==> src/hw/mef_map.vh <==
// Register map and field positions for the modem event flag block.
// Assumes a host register port with an 8-bit address and 8-bit data.
`ifndef MEF_MAP_VH
`define MEF_MAP_VH
// ==========================================
// Register addresses
`define MEF_ADDR_FLAGS     8'hEF
`define MEF_ADDR_MASK      8'hEE
`define MEF_ADDR_TONES     8'hEC
`define MEF_ADDR_RXBYTE    8'hEA
`define MEF_ADDR_TXBYTE    8'hE3
// ==========================================
// Flag bit positions
`define MEF_BIT_PARITY     7
`define MEF_BIT_RING       6
`define MEF_BIT_TONE       5
`define MEF_BIT_OVERRUN    4
`define MEF_BIT_RXREADY    3
`define MEF_BIT_UNDERFLOW  2
`define MEF_BIT_TXFREE     1
`define MEF_BIT_PLAIN      0
// ==========================================
// Reset values and timing
`define MEF_RST_FLAGS      8'h00
`define MEF_RST_MASK       8'h00
`define MEF_RST_BYTE       8'h00
`define MEF_WINDOW_BITS    4'h8
`define MEF_TONES_FIXED    8'h80
`endif

==> src/hw/mef_top.v <==
// Event flag, mask and interrupt logic of a PSK modem, with equaliser routing.
// Assumes a synchronous host register port (address, read and write strobes)
// and datapath event strobes from the modem core, all on ref_clk.
// Status levels are taken as already synchronous; only ring gets one extra register stage.
// Window lateness is flagged unless a rearm guard holds it off, and on transmit always starts the ones filler; the host owns the servicing deadline.
//
// Notes on behaviour
// Enabled flag setting raises interrupt request
// Flag register read clears all flags
// Bit 7 set on receive parity error
// Bit 6 set on ringing status change
// Bit 5 set on tone status change
// Bit 3 set when receive byte ready
// Host reads byte within eight bits
// Bit 4 set on unread byte overrun
// Bit 1 set when transmit slot free
// Host writes byte within eight bits
// Bit 2 set on late transmit byte
// Bit 0 set on plain-ones status change
// Each path routed through its band equaliser
// Same band on both paths bypasses equalisers
// Ringing status follows ring timing detector
// Host times ringing bit to classify
// Mask bit enables matching flag interrupt
// Receive flags rearm only after byte read
// Underflow sends continuous ones until write
// Receive holder double buffered, eight-bit updates
// Request active low, held until read
`include "mef_map.vh"
module mef_top
(
    input  wire       ref_clk,
    input  wire       rstn,
    input  wire [7:0] reg_addr,
    input  wire       reg_rd,
    input  wire       reg_wr,
    input  wire [7:0] reg_wdata,
    output reg  [7:0] reg_rdata,
    input  wire       bit_tick,
    input  wire       rx_byte_done,
    input  wire [7:0] rx_shift_byte,
    input  wire       rx_parity_bad,
    input  wire       tx_slot_free,
    input  wire       ring_timing_node,
    input  wire       progress_tone_status,
    input  wire       carrier_status,
    input  wire       answer_status,
    input  wire       plain_ones_status,
    input  wire       tx_band_select,
    input  wire       rx_band_select,
    output reg  [7:0] tx_byte,
    output wire       tx_send_ones,
    output wire       tx_eq_high,
    output wire       tx_eq_low,
    output wire       rx_eq_high,
    output wire       rx_eq_low,
    output wire       attention_request_low
);
    // ==========================================
    // State
    reg [7:0] event_flag_register;   // Sticky event flags
    reg [7:0] mask;                  // Interrupt enables
    reg [7:0] rx_hold;               // Host-visible receive byte
    reg       irq_pend;              // Latched request
    reg       rx_block;              // Receive flags held off
    reg       tx_block;              // Transmit flags held off
    reg       rx_unread;             // Holder not read yet
    reg       tx_empty;              // No byte loaded
    reg       underflow_run;         // Sending filler ones
    reg       ring_status;           // Ringing status bit

    wire [7:0] set_vec;              // Per-bit set requests
    wire [7:0] rise;                 // Flags going zero to one
    wire       ring_chg;             // Ringing status toggled
    wire       prog_chg;
    wire       carr_chg;
    wire       ans_chg;
    wire       plain_chg;
    wire       ovr_exp;
    wire       und_exp;
    wire       flag_rd;
    wire       byte_rd;
    wire       byte_wr;
    wire [7:0] tones;
    wire [4:0] status_vec;           // Status levels, ring first
    wire [4:0] status_chg;           // Per-level change pulses
    genvar     gi;                   // Detector index

    // Register port decodes; each strobe is exactly one access
    assign flag_rd = reg_rd & (reg_addr == `MEF_ADDR_FLAGS);
    assign byte_rd = reg_rd & (reg_addr == `MEF_ADDR_RXBYTE);
    assign byte_wr = reg_wr & (reg_addr == `MEF_ADDR_TXBYTE);

    // ==========================================
    // Change detectors on status bits
    // One detector per status level; ring is taken after its own
    // register, so its flag trails the pin by one more edge
    assign status_vec = {ring_status, progress_tone_status, carrier_status,
                         answer_status, plain_ones_status};
    assign ring_chg   = status_chg[4];
    assign prog_chg   = status_chg[3];
    assign carr_chg   = status_chg[2];
    assign ans_chg    = status_chg[1];
    assign plain_chg  = status_chg[0];

    generate
        for (gi = 0; gi < 5; gi = gi + 1)
        begin : g_edge
            mef_edge u_edge
            (
                .ref_clk (ref_clk),
                .rstn    (rstn),
                .level   (status_vec[gi]),
                .changed (status_chg[gi])
            );
        end
    endgenerate

    // ==========================================
    // Service windows; host side of each window is the host's duty
    // A window opens on each offer and closes on service or expiry
    // Expiry is a one-cycle pulse on the tick that ends the eighth period
    mef_window u_rxwin (.ref_clk(ref_clk), .rstn(rstn), .start(rx_byte_done),
                        .serviced(byte_rd), .bit_tick(bit_tick), .expired(ovr_exp));
    mef_window u_txwin (.ref_clk(ref_clk), .rstn(rstn), .start(tx_slot_free),
                        .serviced(byte_wr), .bit_tick(bit_tick), .expired(und_exp));

    // ==========================================
    // Ringing status follows the detector output
    // Registered once so every reader sees one level per cycle
    always @(posedge ref_clk)
    begin
        if (!rstn)
            ring_status <= 1'b0;
        else
            ring_status <= ring_timing_node;
    end

    // ==========================================
    // Set terms per flag bit
    // Receive terms obey the receive guard, transmit terms their own
    // Overrun also fires when a second byte lands on an unread one
    assign set_vec[`MEF_BIT_PARITY]    = rx_byte_done & rx_parity_bad & ~rx_block;
    assign set_vec[`MEF_BIT_RING]      = ring_chg;
    assign set_vec[`MEF_BIT_TONE]      = prog_chg | carr_chg | ans_chg;
    assign set_vec[`MEF_BIT_OVERRUN]   = (ovr_exp | (rx_byte_done & rx_unread))
                                         & ~rx_block;
    assign set_vec[`MEF_BIT_RXREADY]   = rx_byte_done & ~rx_block;
    assign set_vec[`MEF_BIT_UNDERFLOW] = und_exp & ~tx_block;
    assign set_vec[`MEF_BIT_TXFREE]    = tx_slot_free & ~tx_block;
    assign set_vec[`MEF_BIT_PLAIN]     = plain_chg;

    // A flag set again during its own read counts as a fresh rise, so its
    // request is not lost to the read-clear of the same cycle
    assign rise = set_vec & ~(event_flag_register & {8{~flag_rd}});

    // ==========================================
    // Flag register: read clears, but a set in the same cycle wins
    // Read returns the old value; a term setting now survives the clear
    always @(posedge ref_clk)
    begin
        if (!rstn)
            event_flag_register <= `MEF_RST_FLAGS;
        else if (flag_rd)
            event_flag_register <= set_vec;
        else
            event_flag_register <= event_flag_register | set_vec;
    end

    // ==========================================
    // Interrupt latch: stays until flag read, mask changes ignored
    // Level request, so a host that misses an edge still sees it
    // Mask only gates new rises, never a request already raised
    always @(posedge ref_clk)
    begin
        if (!rstn)
            irq_pend <= 1'b0;
        else if (|(rise & mask))
            irq_pend <= 1'b1;
        else if (flag_rd)
            irq_pend <= 1'b0;
    end

    assign attention_request_low = ~irq_pend;

    // ==========================================
    // Mask register and transmit byte writes
    // Transmit byte is write-only; a read of its address returns zero
    // Both take effect at the edge that samples the strobe
    always @(posedge ref_clk)
    begin
        if (!rstn)
        begin
            mask    <= `MEF_RST_MASK;
            tx_byte <= `MEF_RST_BYTE;
        end
        else
        begin
            if (reg_wr && reg_addr == `MEF_ADDR_MASK)
                mask <= reg_wdata;
            if (byte_wr)
                tx_byte <= reg_wdata;
        end
    end

    // ==========================================
    // Receive holder, updated once per completed byte
    // A new byte always overwrites; unless the receive guard holds it off,
    // the overrun flag warns the host that the previous one was lost
    always @(posedge ref_clk)
    begin
        if (!rstn)
        begin
            rx_hold   <= `MEF_RST_BYTE;
            rx_unread <= 1'b0;
        end
        else if (rx_byte_done)
        begin
            rx_hold   <= rx_shift_byte;
            rx_unread <= 1'b1;
        end
        else if (byte_rd)
            rx_unread <= 1'b0;
    end

    // ==========================================
    // Rearm guards: after a flag read, hold off until serviced
    // Without them a host that reads the flags but not the byte
    // would see ready again for a byte it never fetched
    always @(posedge ref_clk)
    begin
        if (!rstn)
        begin
            rx_block <= 1'b0;
            tx_block <= 1'b0;
        end
        else
        begin
            // Only block if the pending byte is still unread
            if (byte_rd)
                rx_block <= 1'b0;
            else if (flag_rd && rx_unread)
                rx_block <= 1'b1;
            if (byte_wr)
                tx_block <= 1'b0;
            else if (flag_rd && tx_empty)
                tx_block <= 1'b1;
        end
    end

    // ==========================================
    // Transmit fill state and underflow filler
    // Empty means reset or a slot offer, and no byte has come back since
    // Filler runs from the late tick until the next byte is written
    always @(posedge ref_clk)
    begin
        if (!rstn)
        begin
            tx_empty      <= 1'b1;
            underflow_run <= 1'b0;
        end
        else
        begin
            if (byte_wr)
                tx_empty <= 1'b0;
            else if (tx_slot_free)
                tx_empty <= 1'b1;
            if (byte_wr)
                underflow_run <= 1'b0;
            else if (und_exp)
                underflow_run <= 1'b1;
        end
    end

    // Datapath sends marks (then scrambles them) while this is high
    assign tx_send_ones = underflow_run;

    // ==========================================
    // Equaliser routing: shared band means neither is used
    // Each path picks the equaliser of its own band; no state involved
    // Combinational, so routing follows the selects without delay
    assign tx_eq_high = (tx_band_select != rx_band_select) & tx_band_select;
    assign tx_eq_low  = (tx_band_select != rx_band_select) & ~tx_band_select;
    assign rx_eq_high = (tx_band_select != rx_band_select) & rx_band_select;
    assign rx_eq_low  = (tx_band_select != rx_band_select) & ~rx_band_select;

    // ==========================================
    // Read data; ringing bit lets host time rings
    // Ring bit is the registered detector level, one edge behind the pin
    // Unmapped and write-only addresses read as zero
    assign tones = `MEF_TONES_FIXED | {1'b0, ring_status, progress_tone_status,
                   carrier_status, answer_status, 2'b00, plain_ones_status};

    always @(posedge ref_clk)
    begin
        if (!rstn)
            reg_rdata <= 8'h00;
        else if (reg_rd)
        begin
            case (reg_addr)
                `MEF_ADDR_FLAGS:  reg_rdata <= event_flag_register;
                `MEF_ADDR_MASK:   reg_rdata <= mask;
                `MEF_ADDR_TONES:  reg_rdata <= tones;
                `MEF_ADDR_RXBYTE: reg_rdata <= rx_hold;
                default:          reg_rdata <= 8'h00;
            endcase
        end
    end
endmodule

==> src/hw/mef_edge.v <==
// Change detector for one status bit: pulses on either edge.
// Assumes the status input is synchronous to ref_clk.
module mef_edge
(
    input  wire ref_clk,
    input  wire rstn,
    input  wire level,
    output wire changed
);
    reg prev;   // Last sampled level

    // ==========================================
    // Sample and compare
    always @(posedge ref_clk)
    begin
        if (!rstn)
            prev <= 1'b0;
        else
            prev <= level;
    end

    assign changed = rstn & (prev ^ level);
endmodule

==> src/hw/mef_window.v <==
// Eight-bit-period window timer used for receive overrun and transmit underflow.
// Assumes bit_tick pulses once per line bit period.
`include "mef_map.vh"
module mef_window
(
    input  wire ref_clk,
    input  wire rstn,
    input  wire start,
    input  wire serviced,
    input  wire bit_tick,
    output wire expired
);
    reg       armed;   // Window running
    reg [3:0] count;   // Bit periods elapsed

    // ==========================================
    // Window counter
    always @(posedge ref_clk)
    begin
        if (!rstn)
        begin
            armed <= 1'b0;
            count <= 4'h0;
        end
        else if (start)
        begin
            armed <= 1'b1;
            count <= 4'h0;
        end
        else if (serviced || expired)
            armed <= 1'b0;
        else if (armed && bit_tick)
            count <= count + 4'h1;
    end

    // Expiry when the eighth period ends unserviced
    assign expired = armed & ~serviced & bit_tick & (count == (`MEF_WINDOW_BITS - 4'h1));
endmodule

==> config.mk <==
export PLATFORM = sky130hd
export DESIGN_NAME = mef_top
export DESIGN_NICKNAME = d
export VERILOG_FILES = /design/src/hw/mef_top.v /design/src/hw/mef_edge.v /design/src/hw/mef_window.v
export VERILOG_INCLUDE_DIRS = /design/src /design/src/hw
export SDC_FILE = /design/constraint.sdc
export NUM_CORES = 1
export LEC_CHECK = 0
export BUFFER_PORTS_ARGS = -buffer_cell sky130_fd_sc_hd__buf_2
export CORE_MARGIN = 1.5
export CORE_UTILIZATION = 30
export DETAILED_ROUTE_END_ITERATION = 10
export PLACE_DENSITY = 0.55
export SYNTH_ARGS = -nofsm -noshare
export SYNTH_HDL_FRONTEND = slang
export SYNTH_HIERARCHICAL = 1
export SYNTH_SLANG_ARGS = --single-unit
==> constraint.sdc <==
create_clock -name ref_clk -period 2.6 [get_ports ref_clk]
set_input_delay 0.26 -clock ref_clk [delete_from_list [all_inputs] [get_ports ref_clk]]
set_output_delay 0.26 -clock ref_clk [all_outputs]
set_load 0.005 [all_outputs]
# After elaboration in Yosys (flattened, before gate mapping)
# Cells that the tools add are included.
# totals
ff_bits,62
in_bits,39
output_inout_bits,22
word_cells,111
# classes
add_sub_neg,2
eq_ne,8
muxes,12
bitwise_logic,49
n_reduce_logical,19
# ops
operator,count
equality test 8 bit (second input constant),5
case mux 8 bit (4 select lines),1
bitwise AND 1 bit,25
bitwise AND 8 bit,3
inverter 1 bit,11
two-way mux 1 bit,10
nonzero test 2 bit,5
adder 4 x 1 -> 4 bit (second input constant),2
equality test 4 x 3 -> 1 bit (second input constant),2
two-way mux 8 bit,1
inverter 8 bit,1
OR 8 bit,1
OR reduction 2 bit,4
OR reduction 8 bit,1
logical AND 1 bit,5
XOR 1 bit,5
AND reduction 2 bit,2
OR 1 bit,3
logical OR 1 bit,2
!= test 1 bit,1

# Depth between registers and ports, before layout
# Gate-level depths: netlist of the first run.
# logic_depth
depth_word,12
ltp_mapped,11
mapped_depth_nobuf,9

# Hierarchy
# Netlist of the first run, hierarchy kept.
# by_module_without_submodules
mod,n_inst,cells_each,area_each_um2,seq_area_each_um2
mef_top,1,241,2332.2,940.9
mef_window,2,29,264.0,100.1
mef_edge,5,4,42.5,20.0

# Worst setup path before layout of the first run
# Ideal clock, no wire load.
# synth_timing
kind,input-to-reg
startpoint,input port reg_addr[2]
endpoint,register irq_pend
setup_ps,125
arrival_time_ps,2124
required_ps,2475
path_slack_ps,351
path_stages,11
n_path_buf,2
path_cell_list,buf_6 > and4bb_2 > nand3_1 > buf_6 > inv_1 > nand3b_2 > nor2b_1 > nor4bb_1 > nor4_2 > o211ai_1 > o41a_1
# synth_between
elab_cells_between_ends,25
cone_classes,3 x eq/ne; 1 x mux; 19 x bitwise; 2 x reduce/logical
# synth_lines
item,line,source
"start, declared",mef_top.v:34,"input wire [7:0] reg_addr,"
equality test 8 bit (no line) *,n/a,
bitwise AND 1 bit *,mef_top.v:92,assign byte_wr = reg_wr & (reg_addr == `MEF_ADDR_TXBYTE);
net byte_wr,mef_top.v:83,wire byte_wr;
inverter 1 bit *,mef_window.v:37,assign expired = armed & ~serviced & bit_tick & (count == (`MEF_WINDOW_BITS - 4'h1));
bitwise AND 1 bit * (3 in a row),mef_window.v:37,
net und_exp,mef_top.v:80,wire und_exp;
bitwise AND 1 bit *,mef_top.v:149,assign set_vec[`MEF_BIT_UNDERFLOW] = und_exp & ~tx_block;
bitwise AND 8 bit *,mef_top.v:155,assign rise = set_vec & ~(event_flag_register & {8{~flag_rd}});
bitwise AND 8 bit *,mef_top.v:178,else if (|(rise & mask))
OR reduction 8 bit *,mef_top.v:178,
two-way mux 1 bit or nonzero test 2 bit (tied branches),n/a,
"end signal, assigned",mef_top.v:177,irq_pend <= 1'b0;
"end signal, assigned",mef_top.v:179,irq_pend <= 1'b1;
"end signal, assigned",mef_top.v:181,irq_pend <= 1'b0;
"end, declared",mef_top.v:64,reg irq_pend;
# Mark *: on every way through the listed nets, which the timed path passes. The rest lies on a longest branch.
# A chain may end at the register's enable or synchronous reset.

# Final worst setup path of the first run
# layout_timing
startpoint,register u_txwin.count[0]
endpoint,register irq_pend
# layout_between
elab_chain_len,7
elab_cells_between_ends,8
cone_classes,1 x eq/ne; 1 x mux; 4 x bitwise; 2 x reduce/logical
# layout_lines
item,line,source
"start, declared",mef_window.v:14,reg [3:0] count;
"start signal, assigned",mef_window.v:33,count <= count + 4'h1;
equality test 4 x 3 -> 1 bit *,mef_window.v:37,
bitwise AND 1 bit *,mef_window.v:37,
net und_exp,mef_top.v:80,
bitwise AND 1 bit *,mef_top.v:149,
bitwise AND 8 bit *,mef_top.v:155,
bitwise AND 8 bit *,mef_top.v:178,
OR reduction 8 bit *,mef_top.v:178,
two-way mux 1 bit or nonzero test 2 bit (tied branches),n/a,
# Marks and branches as above.

==> results of run 1 <==
==> power by group <==
part           switching, mW  leakage [nW]  total [mW]  internal (mW)
Sequential            0.0178         0.505       0.993          0.975
Clock                  0.372         0.120       0.989          0.617
Combinational         0.0886         0.996       0.170         0.0813
==> cells by family (layout without fill, tap and decap cells) <==
logic type                 count (synthesis)  in the layout  synth area share
AOI/OAI and AO/OA                         67             67             0.156
buffers and inverters                     30             92            0.0562
muxes                                     26             26            0.0847
and+or+nand+nor                          127            127             0.277
DFF                                       62             62             0.404
adders and majority gates                  2              2           0.00814
xor gates and xnor gates                   5              5            0.0143
==> cells in the mapped netlist, types with 3 or more instances <==
| library cell | number | area [µm²] |
|---|---|---|
| sky130_fd_sc_hd__and2_1 | 8 | 50.1 |
| sky130_fd_sc_hd__o31ai_1 | 3 | 22.5 |
| sky130_fd_sc_hd__nand2_1 | 12 | 45.0 |
| sky130_fd_sc_hd__and2_2 | 5 | 37.5 |
| sky130_fd_sc_hd__buf_2 | 3 | 15.0 |
| sky130_fd_sc_hd__o211ai_1 | 3 | 22.5 |
| sky130_fd_sc_hd__inv_1 | 9 | 33.8 |
| sky130_fd_sc_hd__o211a_1 | 3 | 30.0 |
| sky130_fd_sc_hd__nand2b_1 | 4 | 25.0 |
| sky130_fd_sc_hd__a31oi_1 | 6 | 37.5 |
| sky130_fd_sc_hd__nand3b_1 | 10 | 75.1 |
| sky130_fd_sc_hd__o21a_1 | 3 | 22.5 |
| sky130_fd_sc_hd__mux2i_1 | 26 | 260 |
| sky130_fd_sc_hd__nand3_1 | 11 | 55.1 |
| sky130_fd_sc_hd__clkbuf_1 | 8 | 30.0 |
| sky130_fd_sc_hd__a21boi_0 | 6 | 45.0 |
| sky130_fd_sc_hd__xor2_1 | 5 | 43.8 |
| sky130_fd_sc_hd__and3_1 | 5 | 31.3 |
| sky130_fd_sc_hd__and3b_1 | 4 | 35.0 |
| sky130_fd_sc_hd__a21oi_1 | 14 | 70.1 |
| sky130_fd_sc_hd__nor2_1 | 3 | 11.3 |
| sky130_fd_sc_hd__buf_4 | 5 | 37.5 |
| sky130_fd_sc_hd__nor2b_1 | 46 | 288 |
| sky130_fd_sc_hd__o21ai_0 | 13 | 65.1 |
| sky130_fd_sc_hd__buf_6 | 5 | 56.3 |
| sky130_fd_sc_hd__dfxtp_1 | 62 | 1240 |
==> state kept, by name (all words and copies together), names as in the netlist, 4 cells and up <==
register,flops
u_txwin/count,4
event_flag_register,8
tx_byte,8
rx_hold,8
reg_rdata,8
g_edge.u_edge/prev,5
mask,8
u_rxwin/count,4
==> metal layers <==
| metal | share of wire | wire, µm | up-vias |
|---|---|---|---|
| li1 | - | - | 1250 |
| met1 | 0.48 | 3450 | 1142 |
| met2 | 0.45 | 3270 | 58 |
| met3 | 0.045 | 323 | 12 |
| met4 | 0.021 | 148 | 0 |
| met5 | 0 | 0 | - |
==> cell type report <==
type	count	area [µm²]
inverter	9	33.8
timing repair buffer	67	353
multi-input combinational	227	1660
tap	133	166
sequential	62	1240
clock inverter	3	65.1
fill	1013	6180
clock buffer	13	169
==> worst paths after layout <==
kind / from / end / slack, ns / cells past startpoint
setup reg to reg: u_txwin/count[0] / irq_pend / 0.68 / 7
hold reg to reg: reg_rdata[4] / reg_rdata[4] / 0.47 / 2
setup / recovery: u_txwin/count[0] / irq_pend / 0.68 / 7
hold / removal: ring_timing_node / ring_status / 0.14 / 2
==> critical path: cells and delay by family, from the launching register on <==
| family | cells | cell delay (ns) |
|---|---|---|
| AOI/OAI and AO/OA | 2 | 0.52 |
| adders and majority gates | 1 | 0.21 |
| DFF | 1 | 0.34 |
| and+or+nand+nor | 4 | 0.74 |
==> impl_metrics.toml, run 1 <==
[detailed_routing]
ant_nets = 0
finalWirelength_mm = 7.19
routed_via_density = 4.79
first_iter_violations = 174
routedWlPerCell_um = 14.0
post-route-drc-count = 0
via_count = 2462
first_pass_iters = 4

[layout]
most-common-layout-cells = "62 x sky130_fd_sc_hd__dfxtp_1, 60 x sky130_fd_sc_hd__buf_2, 46 x sky130_fd_sc_hd__nor2b_1, 26 x sky130_fd_sc_hd__mux2i_1, 14 x sky130_fd_sc_hd__a21oi_1"
mostFrequentLayoutCell = "sky130_fd_sc_hd__dfxtp_1"
design_area_um2 = 3690
num_antenna_cells = 0
post-route-util = 0.374
fin_cells = 514
final_net_count = 417
share_of_cells_above_drive_strength_1 = 0.255
area_growth_pct = 20.0

[clock_network]
clock-sinks = 62
cts.path.max_buffers = 2
path_clk_slew_ns = 0.07
cts.repair.resized = 0
tritoncts = "yes"
cts_max_level = 3
post_cts_hold_buffer_count = 0
cts_buffers = 9
cts_setup_buffers = 0
clk_root_buffer_cell = "sky130_fd_sc_hd__clkbuf_8"
clkLatencyLatePin_ns = 0.34

[placement]
place_area_um2 = 3450
pre_cts_slack_ns = 0.368
dpl.cell_count = 498
globalplace.congestion = 0.787
detailed_place_hpwl_mm = 5.20
place.port_buffers = 60

[worst_setup_path]
critical_path_required_ns = 2.83
path_cells = "ha_1 > and3b_1 > nor2b_1 > nor4bb_1 > nor4_2 > o211ai_1 > o41a_1"
critical_path_class = "flop to flop"
critPathSlowestCell = "sky130_fd_sc_hd__o41a_1"
max_stage_delay_ns = 0.40
cp.arrival_ns = 2.15
timing.critical_path.fanout_max = 4
setup.worst_path.start_class = "flop"
critical_path.endpoint_type = "flop"

[power]
power.ir.vdd_worst_v = 0.000346
p_total_mw = 2.15
p_per_area_nw_per_um2 = 584
p_leak_nw = 1.62

[grt]
grt_max_degree = 41
overflow_left_after_global_routing = 0
antenna_found_initial = 0
grt.busiest_layer = "met2"
grt_util_met1 = 0.182
grt_first_pass_wirelength_mm = 12.3
grtUsageTotal = 0.144
number_of_global_route_vias_before_repair = 2486
gr_layer_usage_met2 = 0.229
globalRouteMet3Util = 0.0395

[worst_hold_path]
hold_path_class = "input port to flop"

[yosys]
yosysWarnings = 6
synth_enable_flop_cells = 0
yosysSeqAreaShare = 0.404
postSynth.asyncResetShare = 0
synth.cell_area_um2 = 3070
syn-num-nets = 360
syn_inst = 319
most_used_dff_post_synth = "sky130_fd_sc_hd__dfxtp_1"
synth.lib_cells_used.distinct = 52
postSynthAreaPerCell_um2 = 9.63
postSynthRegisterBits = 62

[die]
placement_row_count = 36
die_height_um = 104
core_um2 = 9860
initial_utilization = 0.312
die_area_um2 = 10900
die_x_um = 104
ios = 61

[timing]
clock-skew-final_ns = 0.00763
final_min_period_over_clock_period = 0.740
hold_viol_final = 0
setup_viol_count_final = 0
timing.final.ws_setup_ns = 0.676
drv_slew = 0
max_slew.worst_pin.slew_ns = 0.387
setup_total_negative_slack_ns = 0
max-slew-margin-rel = 0.740
timing.final.crit_period_ns = 1.92
grt_setup_unrepaired = "no"
whs_ns = 0.135
max_freq_mhz = 520

[run_status]
result_of_the_run = "finished clean"

[flow_run]
maxCapViolations = 0
Power figures use the tool's default switching activity.
==> inputs of run 2 (changes only) <==
--- a/config.mk
+++ b/config.mk
@@ -10,7 +10,7 @@
 export CORE_MARGIN = 1.5
 export CORE_UTILIZATION = 30
 export DETAILED_ROUTE_END_ITERATION = 10
-export PLACE_DENSITY = 0.55
+export PLACE_DENSITY = 0.56
 export SYNTH_ARGS = -nofsm -noshare
 export SYNTH_HDL_FRONTEND = slang
 export SYNTH_HIERARCHICAL = 1
==> constraint.sdc (replaced) <==
create_clock -name ref_clk -period 1.7 [get_ports ref_clk]
set_input_delay 0.17 -clock ref_clk [delete_from_list [all_inputs] [get_ports ref_clk]]
set_output_delay 0.17 -clock ref_clk [all_outputs]
set_load 0.005 [all_outputs]
==> run 2 against run 1 <==
Global-route usage rose by 0.27 points. Cell area increased by 5.2%. Sequential power up 53%. Cell count grew 4.5%. Combinational power up 72%. Die area did not move. Clock skew is 0.0038 ns higher. Total power rose by 45%.
==> impl_metrics.toml, run 2 (synthesis gave the netlist of run 1 again) <==
[layout]
final_net_count = 440
most-common-layout-cells = "60 x sky130_fd_sc_hd__dfxtp_1, 60 x sky130_fd_sc_hd__buf_2, 45 x sky130_fd_sc_hd__nor2b_1, 30 x sky130_fd_sc_hd__buf_4, 26 x sky130_fd_sc_hd__mux2i_1"
multi_input_area_um2 = 1710
fin_cells = 537
share_of_cells_above_drive_strength_1 = 0.322
nFillCells = 1024
area_growth_pct = 26.2
layout.area.seq_um2 = 1240
post-route-util = 0.393
num_antenna_cells = 0
design_area_um2 = 3880

[clock_network]
path_clk_slew_ns = 0.07
cts_max_level = 3
clk_root_buffer_cell = "sky130_fd_sc_hd__clkbuf_8"
cts_setup_buffers = 0
clock-sinks = 62
clkLatencyLatePin_ns = 0.34
cts.path.max_buffers = 2
cts_buffers = 9
tritoncts = "yes"

[power]
power.ir.vdd_worst_v = 0.000454
p_per_area_nw_per_um2 = 805
p_leak_nw = 1.72
p_total_mw = 3.12

[detailed_routing]
ant_nets = 0
first_iter_violations = 99
routed_via_density = 4.82
post-route-drc-count = 0
via_count = 2586
first_pass_iters = 5
routedWlPerCell_um = 14.3
finalWirelength_mm = 7.66

[worst_setup_path]
path_cells = "ha_4 > and3b_2 > nor2b_4 > a22oi_2 > o21a_1 > a31oi_1 > o41a_1"
max_stage_delay_ns = 0.37
critical_path_required_ns = 1.92
critical_path_class = "flop to flop"
critPathSlowestCell = "sky130_fd_sc_hd__o41a_1"
critical_path.endpoint_type = "flop"
cp.arrival_ns = 1.91
timing.critical_path.fanout_max = 3
setup.worst_path.start_class = "flop"

[die]
initial_utilization = 0.312
placement_row_count = 36
die_height_um = 104
die_x_um = 104
ios = 61
die_area_um2 = 10900
core_um2 = 9860

[placement]
globalplace.congestion = 0.798
place.port_buffers = 60
detailed_place_hpwl_mm = 5.74
place_area_um2 = 3650
dpl.cell_count = 521

[run_status]
result_of_the_run = "finished clean"

[grt]
antenna_found_initial = 0
grt_first_pass_wirelength_mm = 12.7
grt_max_degree = 26
overflow_left_after_global_routing = 0
grtUsageTotal = 0.147
number_of_global_route_vias_before_repair = 2600

[flow_run]
maxCapViolations = 0

[timing]
max-slew-margin-rel = 0.755
hold_viol_final = 0
setup_viol_count_final = 0
max_freq_mhz = 592
max_slew.worst_pin.slew_ns = 0.359
final_min_period_over_clock_period = 0.993
clock-skew-final_ns = 0.0114
drv_slew = 0
timing.final.crit_period_ns = 1.69
grt_setup_unrepaired = "yes"

[worst_hold_path]
hold_path_class = "input port to flop"
-- run 2: cell types whose count changed in the layout (fill, tap and decap cells not counted), sizes merged --
cell,change
bufinv,-1
clkbuf,-2
clkinvlp,+2
clkinv,+1
buf,+23
-- run 2: metrics by stage --
stage	setup TNS, ns	setup slack [ns]	hold slack, ns
4_1_cts	0	0.00405	0.0501
3_5_place_dp	-0.201	-0.130	0.407
6_report	0	0.0113	0.0634
5_1_grt	-0.0681	-0.0681	0.0600
3_3_place_gp	-0.157	-0.111	0.402
2_1_floorplan	-0.202	-0.202	0.288
-- run 2: worst max-delay path, delay by kind of cell (launching register included) --
family                     cells  cell delay, ns
AOI/OAI and AO/OA              4            0.74
DFF                            1            0.34
and+or+nand+nor                2            0.34
adders and majority gates      1            0.15
-- run 2: layer usage --
layer | routed length (µm) | global-route usage | part of all wire
met5 | 0 | 0 | 0
met2 | 3590 | 0.239 | 0.47
met3 | 281 | 0.0426 | 0.037
met4 | 76 | 0.0387 | 0.0099
met1 | 3720 | 0.189 | 0.49
-- run 2: final timing paths --
path                                       start            to  slack, ns  cells past startpoint
worst max-delay path            u_txwin/count[0]      irq_pend       0.01                      7
worst min-delay path            ring_timing_node   ring_status       0.06                      2
worst max register to register  u_txwin/count[0]      irq_pend       0.01                      7
worst min register to register      reg_rdata[7]  reg_rdata[7]       0.47                      2
-- run 2: area by class of cell --
cell class                 instances  area share
clock buffer                      11      0.0365
clock inverter                     5      0.0152
inverter                           9     0.00871
multi-input combinational        227       0.440
sequential                        62       0.321
tap                              133      0.0429
timing repair buffer              90       0.136
-- run 2: what timing repair did --
action                     CTS  global route
pin swaps                    0             1
gates resized for setup      1             6
hold endpoints to repair     0             0
setup endpoints to repair    1             1
hold buffers                 0             0
-- run 2: power by group --
group	switching, mW	total [mW]	internal (mW)
clock	0.595	1.31	0.717
combinational	0.147	0.292	0.145
sequential	0.0271	1.52	1.49
total	0.769	3.12	2.35
==> inputs of run 3 (changes only) <==
--- a/config.mk
+++ b/config.mk
@@ -7,10 +7,12 @@
 export NUM_CORES = 1
 export LEC_CHECK = 0
 export BUFFER_PORTS_ARGS = -buffer_cell sky130_fd_sc_hd__buf_2
+export CORE_ASPECT_RATIO = 0.8
 export CORE_MARGIN = 1.5
 export CORE_UTILIZATION = 30
 export DETAILED_ROUTE_END_ITERATION = 10
-export PLACE_DENSITY = 0.56
+export HOLD_SLACK_MARGIN = 0.15
+export PLACE_DENSITY = 0.55
 export SYNTH_ARGS = -nofsm -noshare
 export SYNTH_HDL_FRONTEND = slang
 export SYNTH_HIERARCHICAL = 1
==> constraint.sdc (replaced) <==
create_clock -name ref_clk -period 1.95 [get_ports ref_clk]
set_input_delay 0.195 -clock ref_clk [delete_from_list [all_inputs] [get_ports ref_clk]]
set_output_delay 0.195 -clock ref_clk [all_outputs]
set_load 0.005 [all_outputs]
==> run 3 against run 2 <==
Combinational power decreased by 6%. Die area is essentially flat. Clock power rose by 17%. Worst setup slack gained 0.13 ns. First-iteration DRC count increased by 21%. Cell area rose by 3.9%. Cell count rose by 1.3%. Worst hold slack improved by 0.094 ns. Utilization is 1.8 points higher. Critical path type is now input port to flop. Sequential power fell by 13%. Via count rose by 0.15%. Clock-buffer cell count unchanged. Critical endpoint unchanged.
==> impl_metrics.toml, run 3 (synthesis gave the netlist of run 1 again) <==
[grt]
globalRouteMet3Util = 0.0480
number_of_global_route_vias_before_repair = 2483
grt_first_pass_wirelength_mm = 12.6
grt_util_met1 = 0.216
overflow_left_after_global_routing = 0
grt_max_degree = 35
grtUsageTotal = 0.153
antenna_found_initial = 0
grt.busiest_layer = "met2"
gr_layer_usage_met2 = 0.220

[clock_network]
cts.path.max_buffers = 2
clock-sinks = 62
tritoncts = "yes"
clkLatencyLatePin_ns = 0.33
cts_max_level = 3
clk_root_buffer_cell = "sky130_fd_sc_hd__clkbuf_16"
path_clk_slew_ns = 0.06
cts_buffers = 9

[worst_setup_path]
worst-r2r-cell-count = 6
timing.critical_path.fanout_max = 3
r2r_start = "u_rxwin/count[0]"
critical_path_class = "input port to flop"
crit_path_launch = "answer_status"
cp.arrival_ns = 2.03
rr_endpoint = "irq_pend"
endpoint = "irq_pend"
setup.worst_path.start_class = "input port"
critical_path_required_ns = 2.17
setup.reg_to_reg.worst_slack_ns = 0.24
critical_path.endpoint_type = "flop"

[power]
power.ir.vdd_worst_v = 0.000568
p_leak_nw = 1.78
p_per_area_nw_per_um2 = 777

[timing]
clock-skew-final_ns = 0.00828
hold_viol_final = 0
final_min_period_over_clock_period = 0.929
max_slew.worst_pin.slew_ns = 0.364
setup_total_negative_slack_ns = 0
drv_slew = 0
grt_setup_unrepaired = "no"
max_freq_mhz = 552
timing.final.crit_period_ns = 1.81
setup_viol_count_final = 0
max-slew-margin-rel = 0.751

[die]
placement_row_count = 32
die_x_um = 116
ios = 61
initial_utilization = 0.313
die_area_um2 = 10900
die_height_um = 93.5
core_um2 = 9810

[detailed_routing]
finalWirelength_mm = 7.59
via_count = 2590
first_pass_iters = 6
first_iter_violations = 120
ant_nets = 0
post-route-drc-count = 0
routed_via_density = 4.76
routedWlPerCell_um = 13.9

[placement]
place.port_buffers = 60
globalplace.congestion = 0.789
dpl.cell_count = 510
detailed_place_hpwl_mm = 5.43

[layout]
area_growth_pct = 31.1
num_antenna_cells = 0
post-route-util = 0.411
mostFrequentLayoutCell = "sky130_fd_sc_hd__dfxtp_1"
fin_cells = 544
share_of_cells_above_drive_strength_1 = 0.265
final_net_count = 444
most-common-layout-cells = "62 x sky130_fd_sc_hd__dfxtp_1, 59 x sky130_fd_sc_hd__buf_2, 45 x sky130_fd_sc_hd__nor2b_1, 26 x sky130_fd_sc_hd__mux2i_1, 18 x sky130_fd_sc_hd__dlygate4sd3_1"

[worst_hold_path]
hold_path_class = "input port to flop"

[flow_run]
maxCapViolations = 0

[run_status]
result_of_the_run = "finished clean"
==> run 3: worst min-delay path by stage <==
stage                      from             to  cells past startpoint
5_1_grt            rx_byte_done  u_rxwin/armed                      2
3_5_place_dp   ring_timing_node    ring_status                      2
2_1_floorplan              rstn  u_rxwin/armed                      1
4_1_cts            reg_wdata[7]     tx_byte[7]                      3
6_report           reg_wdata[7]     tx_byte[7]                      3
3_3_place_gp   ring_timing_node    ring_status                      2
==> run 3: worst max-delay path, cell delays in order <==
cell and delay [ns]:
sky130_fd_sc_hd__dlygate4sd3_1 0.53, sky130_fd_sc_hd__buf_2 0.15, sky130_fd_sc_hd__xor2_1 0.16, sky130_fd_sc_hd__and2_1 0.19, sky130_fd_sc_hd__o31ai_4 0.22, sky130_fd_sc_hd__o22a_1 0.18, sky130_fd_sc_hd__o211ai_1 0.09, sky130_fd_sc_hd__o41a_1 0.31
==> run 3: area by class of cell <==
class	count	area, µm²
sequential	62	1240
timing repair buffer	94	608
tap	136	170
clock inverter	5	50.0
clock buffer	11	233
fill	985	5780
inverter	9	33.8
multi-input combinational	227	1690
==> run 3: layer usage <==
metal / part of all wire / wire (µm)
met5: 0 / 0
met4: 0.014 / 109
met3: 0.050 / 382
met2: 0.42 / 3180
met1: 0.52 / 3920
==> run 3: report_power, final <==
group	total (mW)	switching (mW)	internal (mW)	leakage (nW)
registers	1.33	0.0233	1.30	0.505
logic	0.274	0.133	0.141	1.13
clock network	1.53	0.554	0.979	0.143
total	3.13	0.711	2.42	1.78
==> run 3: what timing repair did <==
action / CTS / global route
endpoints found under the hold margin: 21 / 0
setup endpoints to repair: 0 / 1
setup buffers: 0 / 0
hold buffers: 19 / 0
gates resized for setup: 0 / 3
==> run 3: per-stage QoR <==
step           hold WS (ns)  worst slack (ns)  instance area [µm²]  power (mW)
2_1_floorplan         0.313            0.0137                 3090        1.49
3_3_place_gp          0.423            0.0166                 3550        1.59
3_5_place_dp          0.420           -0.0263                 3550        1.59
4_1_cts               0.151           0.00473                 4020        3.17
5_1_grt               0.160            0.0469                 4030        3.27
6_report              0.157             0.138                 4030        3.13
